`config.mk`:
```
export PLATFORM = sky130hd
export DESIGN_NAME = dual_master_selector_regs
export DESIGN_NICKNAME = d
export VERILOG_FILES = /design/src/pkg/master_sel_pkg.sv /design/src/design/i2c_reg_port.sv /design/src/design/dual_master_selector_regs.sv
export SDC_FILE = /design/constraint.sdc
export NUM_CORES = 1
export LEC_CHECK = 0
export ABC_CLOCK_PERIOD_IN_PS = 2200
export BUFFER_PORTS_ARGS = -buffer_cell sky130_fd_sc_hd__clkbuf_2
export CAP_MARGIN = 20
export CORE_MARGIN = 4
export CORE_UTILIZATION = 40
export CTS_BUF_LIST = sky130_fd_sc_hd__clkbuf_8
export CTS_CLUSTER_DIAMETER = 100
export CTS_CLUSTER_SIZE = 12
export DETAILED_ROUTE_END_ITERATION = 8
export MAX_ROUTING_LAYER = met4
export REMOVE_ABC_BUFFERS = 1
export SYNTH_ARGS = -nofsm -noshare
export SYNTH_HDL_FRONTEND = slang
export SYNTH_HIERARCHICAL = 1
export SYNTH_SLANG_ARGS = --single-unit
```
`constraint.sdc`:
```
create_clock -name ref_clk -period 2.2 [get_ports ref_clk]
set_clock_uncertainty 0.1 [all_clocks]
set_input_delay 0.11 -clock ref_clk [delete_from_list [all_inputs] [get_ports ref_clk]]
set_output_delay 0.11 -clock ref_clk [all_outputs]
set_load 0.05 [all_outputs]
```
`src/pkg/master_sel_pkg.sv`:
```
// Shared constants and types for the dual master selector register bank.
package master_sel_pkg;

	// Register indices as selected by the low pointer bits.
	localparam logic [1:0] IDX_IRQ_MASK = 2'h0;
	localparam logic [1:0] IDX_CTRL = 2'h1;

	// Field positions of the interrupt mask register.
	localparam int MSK_DOWNSTREAM = 0;
	localparam int MSK_INIT_DONE = 1;

	// Field positions of the channel control register.
	localparam int CTL_PEER_TEST = 7;
	localparam int CTL_OWN_TEST = 6;
	localparam int CTL_RECOVERY = 4;
	localparam int CTL_PEER_CONNECT = 3;
	localparam int CTL_OWN_CONNECT = 2;
	localparam int CTL_PEER_OWNER = 1;
	localparam int CTL_OWN_OWNER = 0;

	// Writable bits and reset values.
	localparam logic [7:0] CTL_WRITE_MASK = 8'hD5;
	localparam logic [1:0] MASK_RESET = 2'h0;
	localparam logic [7:0] CTRL_RESET = 8'h00;

	// Pointer byte auto increment bit and default slave address.
	localparam int PTR_AI_BIT = 4;
	localparam logic [6:0] I2C_ADDR_DEFAULT = 7'h70;

	// Register write strobe handed from a port to the bank.
	typedef struct packed {
		logic en;
		logic [1:0] idx;
		logic [7:0] data;
	} reg_wr_type;

	// Serial port states.
	typedef enum logic [2:0] {
		SL_IDLE = 3'b000,
		SL_ADDR = 3'b001,
		SL_PTR = 3'b010,
		SL_WR = 3'b011,
		SL_RD = 3'b100
	} slave_state_type;

	// Channel switch states.
	typedef enum logic [1:0] {
		SW_IDLE = 2'b00,
		SW_RECOVER = 2'b01,
		SW_WAIT = 2'b10
	} sw_state_type;

endpackage

```
`src/design/i2c_reg_port.sv`:
```
// Two-wire serial slave port giving one upstream master its register access.
`timescale 1ns/1ps
module i2c_reg_port #(
	parameter logic [6:0] DEV_ADDR = master_sel_pkg::I2C_ADDR_DEFAULT
) (
	input wire logic ref_clk, // System clock.
	input wire logic arst_n, // Asynchronous reset, active low.
	input wire logic scl_i, // Serial clock pin level.
	input wire logic sda_i, // Serial data pin level.
	output logic sda_o, // Serial data drive level, always low.
	output logic sda_oe, // Serial data pull-down enable.
	input wire logic [7:0] rd_data, // Read data of the pointed register.
	output logic [1:0] rd_idx, // Current register pointer.
	output master_sel_pkg::reg_wr_type wr, // Register write strobe.
	output logic stop_seen // One-cycle pulse on a STOP condition.
);
	import master_sel_pkg::*;

	logic [1:0] scl_sync_q, scl_sync_d, sda_sync_q, sda_sync_d;
	logic scl_last_q, scl_last_d, sda_last_q, sda_last_d;
	logic scl_s, sda_s, rise, fall, start, stop;
	slave_state_type st_q, st_d;
	logic [3:0] cnt_q, cnt_d;
	logic [7:0] sh_q, sh_d, tx_q, tx_d;
	logic ack_q, ack_d, drv_q, drv_d, ai_q, ai_d, stop_q, stop_d;
	logic [1:0] idx_q, idx_d;
	reg_wr_type wr_q, wr_d;

	// Pin synchronisers and one sample of history for edge detection.
	always_comb begin
		scl_sync_d = {scl_sync_q[0], scl_i};
		sda_sync_d = {sda_sync_q[0], sda_i};
		scl_last_d = scl_sync_q[1];
		sda_last_d = sda_sync_q[1];
	end

	always_ff @(posedge ref_clk or negedge arst_n) begin
		if (!arst_n) begin
			scl_sync_q <= 2'h3;
			sda_sync_q <= 2'h3;
			scl_last_q <= 1'b1;
			sda_last_q <= 1'b1;
		end else begin
			scl_sync_q <= scl_sync_d;
			sda_sync_q <= sda_sync_d;
			scl_last_q <= scl_last_d;
			sda_last_q <= sda_last_d;
		end
	end

	// Bus events seen on the synchronised levels.
	assign scl_s = scl_sync_q[1];
	assign sda_s = sda_sync_q[1];
	assign rise = scl_s & ~scl_last_q;
	assign fall = ~scl_s & scl_last_q;
	assign start = scl_s & scl_last_q & sda_last_q & ~sda_s;
	assign stop = scl_s & scl_last_q & ~sda_last_q & sda_s;

	// Byte framing, acknowledge and register pointer handling.
	always_comb begin
		st_d = st_q;
		cnt_d = cnt_q;
		sh_d = sh_q;
		tx_d = tx_q;
		ack_d = ack_q;
		drv_d = drv_q;
		ai_d = ai_q;
		idx_d = idx_q;
		wr_d = wr_q;
		wr_d.en = 1'b0;
		stop_d = stop;
		if (stop) begin
			st_d = SL_IDLE;
			ack_d = 1'b0;
			drv_d = 1'b0;
		end else if (start) begin
			st_d = SL_ADDR;
			cnt_d = 4'h0;
			ack_d = 1'b0;
			drv_d = 1'b0;
		end else if (st_q != SL_IDLE) begin
			if (rise) begin
				if (!ack_q) begin
					sh_d = {sh_q[6:0], sda_s};
					cnt_d = cnt_q + 4'h1;
					tx_d = {tx_q[6:0], 1'b1};
				end else if (st_q == SL_WR) begin
					// Registers update on the rising edge of the ack clock.
					wr_d.en = 1'b1;
					wr_d.idx = idx_q;
					wr_d.data = sh_q;
					if (ai_q) begin
						idx_d = idx_q + 2'h1;
					end
				end else if (st_q == SL_RD) begin
					if (sda_s) begin
						st_d = SL_IDLE;
					end else if (ai_q) begin
						idx_d = idx_q + 2'h1;
					end
				end
			end else if (fall) begin
				if (ack_q) begin
					ack_d = 1'b0;
					cnt_d = 4'h0;
					drv_d = 1'b0;
					if (st_q == SL_ADDR) begin
						st_d = sh_q[0] ? SL_RD : SL_PTR;
					end else if (st_q == SL_PTR) begin
						idx_d = sh_q[1:0];
						ai_d = sh_q[PTR_AI_BIT];
						st_d = SL_WR;
					end
					if ((st_q == SL_ADDR && sh_q[0]) || st_q == SL_RD) begin
						tx_d = rd_data;
						drv_d = ~rd_data[7];
					end
				end else if (cnt_q == 4'h8) begin
					ack_d = 1'b1;
					drv_d = (st_q != SL_RD);
					if (st_q == SL_ADDR && sh_q[7:1] != DEV_ADDR) begin
						st_d = SL_IDLE;
						drv_d = 1'b0;
					end
				end else if (st_q == SL_RD) begin
					drv_d = ~tx_q[7];
				end
			end
		end
	end

	always_ff @(posedge ref_clk or negedge arst_n) begin
		if (!arst_n) begin
			st_q <= SL_IDLE;
			cnt_q <= 4'h0;
			sh_q <= 8'h00;
			tx_q <= 8'hFF;
			ack_q <= 1'b0;
			drv_q <= 1'b0;
			ai_q <= 1'b0;
			idx_q <= 2'h0;
			wr_q <= '0;
			stop_q <= 1'b0;
		end else begin
			st_q <= st_d;
			cnt_q <= cnt_d;
			sh_q <= sh_d;
			tx_q <= tx_d;
			ack_q <= ack_d;
			drv_q <= drv_d;
			ai_q <= ai_d;
			idx_q <= idx_d;
			wr_q <= wr_d;
			stop_q <= stop_d;
		end
	end

	// Port outputs.
	assign sda_o = 1'b0;
	assign sda_oe = drv_q;
	assign rd_idx = idx_q;
	assign wr = wr_q;
	assign stop_seen = stop_q;

endmodule

```
`src/design/dual_master_selector_regs.sv`:
```
// Per-master register bank and channel switch control of the master selector.
//
// How it works
// - With a recovery requested and its init mask clear, a master gets an interrupt when recovery ends.
// - With the init mask set, recovery and switch still happen but no interrupt is raised.
// - When recovery is requested the switch waits until the recovery sequence is done.
// - The downstream interrupt reaches a master's interrupt output unless its mask bit is set.
// - All interrupt mask bits reset to zero in every variant.
// - Each master has its own mask and control copy at the same register index.
// - The peer test bit pulls the other master's interrupt line low while set.
// - The own test bit pulls the writing master's interrupt line low while set.
// - The recovery request bit is writable, resets to zero and starts recovery before a switch.
// - The read-only peer connect bit and writable own connect bit together decide the connection.
// - The read-only peer owner bit and writable own owner bit together select the owner.
// - Peer bits ignore writes and their reset values follow the variant and master.
// - A master reads the connection as on when its connect pair differs.
// - A master reads that it owns the bus when its owner pair is equal.
// - The connection changes only on a STOP from the master that wrote its control copy.
// - With both masters requesting, the first STOP from either applies both control copies and clears both requests.
`timescale 1ns/1ps
module dual_master_selector_regs #(
	parameter logic [6:0] ADDR0 = master_sel_pkg::I2C_ADDR_DEFAULT,
	parameter logic [6:0] ADDR1 = master_sel_pkg::I2C_ADDR_DEFAULT,
	parameter logic CONNECT_AT_RESET = 1'b0
) (
	input wire logic ref_clk, // System clock, 25 MHz.
	input wire logic arst_n, // Asynchronous reset, active low.
	input wire logic [1:0] scl_i, // Upstream serial clock levels.
	input wire logic [1:0] sda_i, // Upstream serial data levels.
	output logic [1:0] sda_o, // Upstream data drive levels, low.
	output logic [1:0] sda_oe, // Upstream data pull-down enables.
	output logic [1:0] int_n_o, // Upstream interrupt drive levels, low.
	output logic [1:0] int_n_oe, // Upstream interrupt pull-down enables.
	input wire logic int_in_n, // Downstream interrupt pin, active low.
	output logic recovery_start, // Pulse asking the recovery sequencer.
	input wire logic recovery_done, // Pulse from sequencer when finished.
	output logic downstream_on, // Downstream channel connected.
	output logic downstream_sel // Master owning the downstream channel.
);
	import master_sel_pkg::*;

	// Reset value of master 0's copy; the connect bit follows the variant.
	localparam logic [7:0] CTRL0_RESET = CTRL_RESET | {5'h00,
		CONNECT_AT_RESET, 2'h0};

	reg_wr_type wr [2];
	logic [1:0] stop;
	logic [1:0][1:0] rd_idx;
	logic [1:0][7:0] rd_data;
	logic [1:0] peer_connect, peer_owner;
	logic [1:0][1:0] mask_q, mask_d;
	logic [1:0][7:0] ctrl_q, ctrl_d;
	logic [1:0] pend_q, pend_d, init_irq_q, init_irq_d;
	logic [1:0] int_oe_q, int_oe_d;
	logic [1:0] int_sync_q, int_sync_d;
	logic int_in_s;
	sw_state_type sw_q, sw_d;
	logic rec_m_q, rec_m_d, rec_start_q, rec_start_d;
	logic on_q, on_d, sel_q, sel_d;

	// Peer bits mirror the other copy; master 1 sees owner inverted.
	assign peer_connect[0] = ctrl_q[1][CTL_OWN_CONNECT];
	assign peer_connect[1] = ctrl_q[0][CTL_OWN_CONNECT];
	assign peer_owner[0] = ctrl_q[1][CTL_OWN_OWNER];
	assign peer_owner[1] = ~ctrl_q[0][CTL_OWN_OWNER];

	// One serial port and one readback view per upstream master.
	genvar m;
	generate
		for (m = 0; m < 2; m++) begin : g_port
			always_comb begin
				rd_data[m] = 8'h00;
				if (rd_idx[m] == IDX_IRQ_MASK) begin
					rd_data[m] = {6'h00, mask_q[m]};
				end else if (rd_idx[m] == IDX_CTRL) begin
					// Pairs read as on when they differ, owned when equal.
					rd_data[m] = {ctrl_q[m][7:6], 1'b0,
						ctrl_q[m][CTL_RECOVERY],
						peer_connect[m],
						ctrl_q[m][CTL_OWN_CONNECT],
						peer_owner[m],
						ctrl_q[m][CTL_OWN_OWNER]};
				end
			end

			i2c_reg_port #(
				.DEV_ADDR((m == 0) ? ADDR0 : ADDR1)
			) u_port (
				.ref_clk(ref_clk),
				.arst_n(arst_n),
				.scl_i(scl_i[m]),
				.sda_i(sda_i[m]),
				.sda_o(sda_o[m]),
				.sda_oe(sda_oe[m]),
				.rd_data(rd_data[m]),
				.rd_idx(rd_idx[m]),
				.wr(wr[m]),
				.stop_seen(stop[m])
			);
		end
	endgenerate

	// Register writes, STOP driven switching and interrupt generation.
	always_comb begin
		mask_d = mask_q;
		ctrl_d = ctrl_q;
		pend_d = pend_q;
		init_irq_d = init_irq_q;
		sw_d = sw_q;
		rec_m_d = rec_m_q;
		rec_start_d = 1'b0;
		on_d = on_q;
		sel_d = sel_q;
		int_sync_d = {int_sync_q[0], int_in_n};
		for (int i = 0; i < 2; i++) begin
			if (wr[i].en) begin
				if (wr[i].idx == IDX_IRQ_MASK) begin
					mask_d[i] = wr[i].data[1:0];
				end else if (wr[i].idx == IDX_CTRL) begin
					// Peer and unused bits are never stored.
					ctrl_d[i] = wr[i].data & CTL_WRITE_MASK;
					pend_d[i] = 1'b1;
					init_irq_d[i] = 1'b0;
				end
			end
		end
		case (sw_q)
			SW_IDLE: begin
				for (int i = 0; i < 2; i++) begin
					// Only a STOP from a master with its own request pending acts on the requests.
					if (stop[i] && pend_q[i]) begin
						for (int j = 0; j < 2; j++) begin
							// A control write in this cycle keeps its request.
							if (!wr[j].en || wr[j].idx != IDX_CTRL) begin
								pend_d[j] = 1'b0;
							end
						end
						if (ctrl_q[i][CTL_RECOVERY]) begin
							sw_d = SW_RECOVER;
							rec_m_d = i[0];
						end else begin
							// Copies hold the latest write of both.
							on_d = ctrl_q[0][CTL_OWN_CONNECT] ^
								ctrl_q[1][CTL_OWN_CONNECT];
							sel_d = ctrl_q[0][CTL_OWN_OWNER] ^
								ctrl_q[1][CTL_OWN_OWNER];
						end
					end
				end
			end
			SW_RECOVER: begin
				rec_start_d = 1'b1;
				sw_d = SW_WAIT;
			end
			SW_WAIT: begin
				if (recovery_done) begin
					on_d = ctrl_q[0][CTL_OWN_CONNECT] ^
						ctrl_q[1][CTL_OWN_CONNECT];
					sel_d = ctrl_q[0][CTL_OWN_OWNER] ^
						ctrl_q[1][CTL_OWN_OWNER];
					if (!mask_q[rec_m_q][MSK_INIT_DONE]) begin
						init_irq_d[rec_m_q] = 1'b1;
					end
					sw_d = SW_IDLE;
				end
			end
			default: begin
				sw_d = SW_IDLE;
			end
		endcase
		for (int i = 0; i < 2; i++) begin
			int_oe_d[i] = ctrl_q[i][CTL_OWN_TEST] |
				ctrl_q[i ^ 1][CTL_PEER_TEST] |
				(int_in_s & ~mask_q[i][MSK_DOWNSTREAM]) |
				init_irq_q[i];
		end
	end

	always_ff @(posedge ref_clk or negedge arst_n) begin
		if (!arst_n) begin
			mask_q <= {MASK_RESET, MASK_RESET};
			ctrl_q <= {CTRL_RESET, CTRL0_RESET};
			pend_q <= 2'h0;
			init_irq_q <= 2'h0;
			sw_q <= SW_IDLE;
			rec_m_q <= 1'b0;
			rec_start_q <= 1'b0;
			on_q <= CONNECT_AT_RESET;
			sel_q <= 1'b0;
			int_oe_q <= 2'h0;
			int_sync_q <= 2'h3;
		end else begin
			mask_q <= mask_d;
			ctrl_q <= ctrl_d;
			pend_q <= pend_d;
			init_irq_q <= init_irq_d;
			sw_q <= sw_d;
			rec_m_q <= rec_m_d;
			rec_start_q <= rec_start_d;
			on_q <= on_d;
			sel_q <= sel_d;
			int_oe_q <= int_oe_d;
			int_sync_q <= int_sync_d;
		end
	end

	// Outputs; interrupt lines are open drain and only ever pulled low.
	assign int_in_s = ~int_sync_q[1];
	assign int_n_o = 2'h0;
	assign int_n_oe = int_oe_q;
	assign recovery_start = rec_start_q;
	assign downstream_on = on_q;
	assign downstream_sel = sel_q;

	// High in a cycle that is allowed to move the connection.
	logic switch_cause;
	assign switch_cause = (sw_q == SW_WAIT && recovery_done) ||
		(sw_q == SW_IDLE && |(stop & pend_q));
endmodule

```
# Word-level counts from Yosys, hierarchy flattened
# Index checks and enable logic that the tools add are counted.
# op_classes
add_sub_neg	4
magnitude_cmp	2
n_eq_ne	53
mux	171
n_bitwise	53
n_reduce_logical	66
# op_table
operator	n
two-way mux 11 bit	12
two-way mux 8 bit	14
two-way mux 3 bit	30
two-way mux 1 bit	66
two-way mux 2 bit	33
two-way mux 4 bit	12
!= test 3 bit (second input constant)	10
nonzero test 3 bit	10
inverter 1 bit	28
!= test 4 bit (second input constant)	6
nonzero test 2 bit	11
!= test 5 bit (second input constant)	4
AND reduction 10 bit	2
AND reduction 5 bit	4
AND reduction 9 bit	2
bitwise AND 1 bit	16
AND reduction 8 bit	2
!= test 2 bit (second input constant)	7
!= test 7 bit (second input constant)	2
AND reduction 7 bit	2
== test 3 x 2 -> 1 bit (second input constant)	4
!= test 6 x 4 -> 1 bit (second input constant)	2
AND reduction 3 bit	4
AND reduction 6 bit	2
25 further kinds	64
# word_totals
ff_bits	120
inputBits	8
wordCells	394

# Longest topological paths before layout
# depth
ltp_word	11
depth_mapped	8
ltp_nobuf	7

# By module
# The synthesis kept the hierarchy.
# by_module_without_submodules
mod	instances	cells_each	area_per_inst_um2
i2c_reg_port at g_port[1].u_port	1	212	2399.8
i2c_reg_port at g_port[0].u_port	1	209	2379.8
dual_master_selector_regs	1	104	1255.0

# Least setup slack after synthesis
# No wires, ideal clock.
# synth_path
path_kind	register -> register
start	register g_port[0].u_port.scl_sync_q[1]
end	register g_port[0].u_port.cnt_q[3]
setup_ns	0.069
t_arrival_ns	1.884
t_required_ns	2.031
setup_slack_ns	0.147
stages_incl_launch_ff	7
n_path_buf	0
period_less_slack_ns	2.053
path_cell_list	dfstp_2 > inv_1 > ha_1 > nor3_2 > a22oi_2 > or4_1 > nand3_1
# synth_via
elab_chain_len	5
# synth_lines
item	line_no	source
start: declaration	i2c_reg_port.sv:19	logic [1:0] scl_sync_q, scl_sync_d, sda_sync_q, sda_sync_d;
start signal: assignment	i2c_reg_port.sv:44	scl_sync_q <= scl_sync_d;
bitwise AND 1 bit	i2c_reg_port.sv:56, i2c_reg_port.sv:57	
bitwise AND 1 bit, on equally long branches (2 in series)	i2c_reg_port.sv:56, i2c_reg_port.sv:57	
!= test 3 bit (no line) (tied with other cells)	--	
AND reduction 5 bit (no line)	--	
end signal: assignment	i2c_reg_port.sv:146	cnt_q <= cnt_d;
end: declaration	i2c_reg_port.sv:23	logic [3:0] cnt_q, cnt_d;
# Several ways; a longest one is shown, not always the timed one. The select of a mux whose other input is x is not followed.
# A chain may end at the register's enable or synchronous reset.

# Final worst setup path
# layout_path
start	register g_port[0].u_port.scl_last_q
end	register g_port[0].u_port.st_q[0]
# layout_via
elab_chain_len	6
# layout_lines
item	line_no	source
start: declaration	i2c_reg_port.sv:20	logic scl_last_q, scl_last_d, sda_last_q, sda_last_d;
start signal: assignment	i2c_reg_port.sv:46	scl_last_q <= scl_last_d;
parallel branches: the longest is 6 deep, another holds AND reduction 9 bit	--	
end signal: assignment	i2c_reg_port.sv:145	st_q <= st_d;
end: declaration	i2c_reg_port.sv:22	slave_state_type st_q, st_d;
# Several ways; the timed one is not identified. The select of a mux whose other input is x is not followed.

==> summary.md <==
| Metric | Value |
|---|---|
| Cell Int Power | `3291 uW` |
| Largest net degree at the start of global routing | `between 60 and 70` |
| Final Cycle Share | `between 90 and 100%` |
| DP HPWL | `approximately 8000 um` |
| Global-route wire length before repair | `19490 um` |
| Wire per inst | `between 10 and 15 um` |
| Cells after synthesis | `517` |
| Ports | `19` |
| WL final | `~11000 um` |
| CP endpoint kind | `flip-flop` |
| Clock transition at the registers of the reported paths | `about 0.08 ns` |
| HP Class | `in2async` |
| Initial antenna violation count | `0` |
| Die Span X | `129.3 um` |
| Slew Viols, Final | `0` |
| Cell Rows | `44` |
| CP arrival | `2.35 ns` |
| Overall die height | `129.3 um` |
| Worst VDD drop | `0.0004019 V` |
| Vias in the first global route | `between 3000 and 4000` |
| Slew HR | `roughly 64%` |
| CP required | `roughly 2.4 ns` |
| Die area | `roughly 17000 um2` |
| Drc violations | `0` |
| Pwr/cell area | `641.7 nW/um2` |
| P_leak | `about 0.0030 uW` |
| P_sw | `~1100 uW` |
| Port buffer count | `14` |
| Max clock buf depth | `2` |
| Share of power burned in registers | `50.8%` |
| Post-DR vias/cell | `approximately 5` |
| Mean Syn Cell Area | `11.38 um2` |
| RD Place Congestion | `roughly 0.85` |
| Final cell count without fillers | `757` |
| Max cap viols | `0` |
| CTS tree | `built` |
| Netlist Area Pre-Place | `5882 um2` |
| Drt first pass iters | `4` |
| Clk root buf | `clkbuf_8` |
| Via count | `3872` |
| Cells after DPL | `between 700 and 800` |
| H-tree depth | `4` |
| Total congestion overflow | `0` |
| Clk pwr share | `a little over two fifths` |
| Logic pwr share | `5.7%` |
| Core area | `roughly 14000 um2` |
| Initial Utilization | `40.62%` |
| Antenna Violating Nets Remaining | `0` |
| CP Max Fanout | `6` |
| Crit Path Category | `reg2reg` |
| Sum Neg Setup Slack | `0 ns` |
| # diodes | `0` |
| TritonCTS buffer count | `17` |
| Sink Count | `116` |
| Worst setup SP type | `flip-flop` |
| Final Hold Fails | `0` |
| Final core utilization | `around 47%` |
| Worst hold margin | `around 0.066 ns` |
| Final min period | `between 2 and 2.5 ns` |
| Area Overhead vs Synth | `15.06%` |
| Net Sw Frac | `24.23%` |
| RSZ-0062 raised after global routing | `true` |
| Ys Warns | `6` |
| Fmax | `0.4682 GHz` |
| 1st-iter DRT viols | `around 210` |
| Share of cells above drive strength 1 | `29.49%` |
| Run status | `finished, final reports clean` |
| Final nets | `~580` |
| Final setup vio count | `0` |
| Clk Latency, worst-skew pair | `0.43 ns` |
| R2r setup slk | `between 0.06 and 0.07 ns` |
| Slew @ Worst Pin | `between 0.5 and 0.6 ns` |
| Total power | `roughly 4300 uW` |
| GRT Overall Usage | `between 10% and 20%` |
## worst max-delay path: stages, from the launching register on
cell	delay [ns]
dfstp_2	0.57
inv_1	0.05
ha_2	0.20
buf_4	0.16
nand2b_1	0.18
a21oi_2	0.14
o21ai_0	0.10
nand4_1	0.17
mux2_1	0.34
## final timing paths
path | startpoint | endpoint | cells past startpoint
setup / recovery | g_port[0].u_port/scl_last_q$_DFF_PN1_ | g_port[0].u_port/st_q[0]$_DFFE_PN0P_ | 8
hold / removal | arst_n | g_port[0].u_port/cnt_q[2]$_DFFE_PN0P_ | 2
setup reg to reg | g_port[0].u_port/scl_last_q$_DFF_PN1_ | g_port[0].u_port/st_q[0]$_DFFE_PN0P_ | 8
hold reg to reg | g_port[1].u_port/scl_sync_q[0]$_DFF_PN1_ | g_port[1].u_port/scl_sync_q[1]$_DFF_PN1_ | 0
max in group asynchronous | arst_n | g_port[1].u_port/scl_last_q$_DFF_PN1_ | 3
min in group ref_clk | sda_i[0] | g_port[0].u_port/sda_sync_q[0]$_DFF_PN1_ | 2
## routing by layer
metal / track usage, % / wire (um)
met1: 21.61 / 5685
met4: 5.188 / 165
met2: 21.04 / 4939
met5: - / 0
met3: 3.957 / 341
## power by group through the flow
stage,combinational [uW],sequential (uW),clock (uW)
after floorplan,125,2240,0
after global placement,227,2240,0
after detailed placement,231,2240,0
after CTS,242,2200,1960
after global routing,278,2210,2060
final,247,2200,1890
## placed cells by master (no fill, tap or decap), drive strengths merged, types with 6 or more instances in the layout
master	count
a21oi	18
and2	18
buf	26
clkbuf	31
clkinvlp	6
conb	6
dfrtp	86
dfstp	30
dlygate4sd3	7
ha	10
inv	16
mux2	56
mux2i	21
nand2	47
nand2b	11
nand3	10
nand3b	13
nor2	24
nor2b	13
nor3	10
o21ai	42
## sequential cells by signal, summed over array words and instances (netlist names), 4 cells and up
| register | count |
|---|---|
| g_port.u_port/wr | 18 |
| g_port.u_port/sh_q | 16 |
| g_port.u_port/tx_q | 16 |
| ctrl_q | 10 |
| g_port.u_port/cnt_q | 8 |
| g_port.u_port/st_q | 6 |
| g_port.u_port/rd_idx | 4 |
| g_port.u_port/scl_sync_q | 4 |
| g_port.u_port/sda_sync_q | 4 |
| mask_q | 4 |
## per-stage QoR
step                      setup WS (ns)  instance area [um2]
final                           0.06395                 6768
after global routing           -0.01804                 6768
after CTS                      0.002657                 6674
after detailed placement       -0.01320                 6210
after global placement          0.04786                 6210
after floorplan                 -0.3285                 5729
## final cells by class
| class | instances | area [um2] |
|---|---|---|
| clock buffers | 18 | 247.7 |
| clock inverters | 14 | 140.1 |
| fillers | 1341 | 7711 |
| inverters | 14 | 52.55 |
| multi-input cells | 365 | 2800 |
| flip-flops and latches | 116 | 2942 |
| well taps | 184 | 230.2 |
| repair buffers | 46 | 355.3 |
## timing repair
item                                    in CTS  in global routing
hold buffers                                 7                  0
pin swaps                                    0                  3
endpoints found under the setup margin       1                 37
hold endpoints to repair                   108                  0
buffers inserted                             0                  3
gates resized for setup                      1                 10
Power figures use the tool's default switching activity.
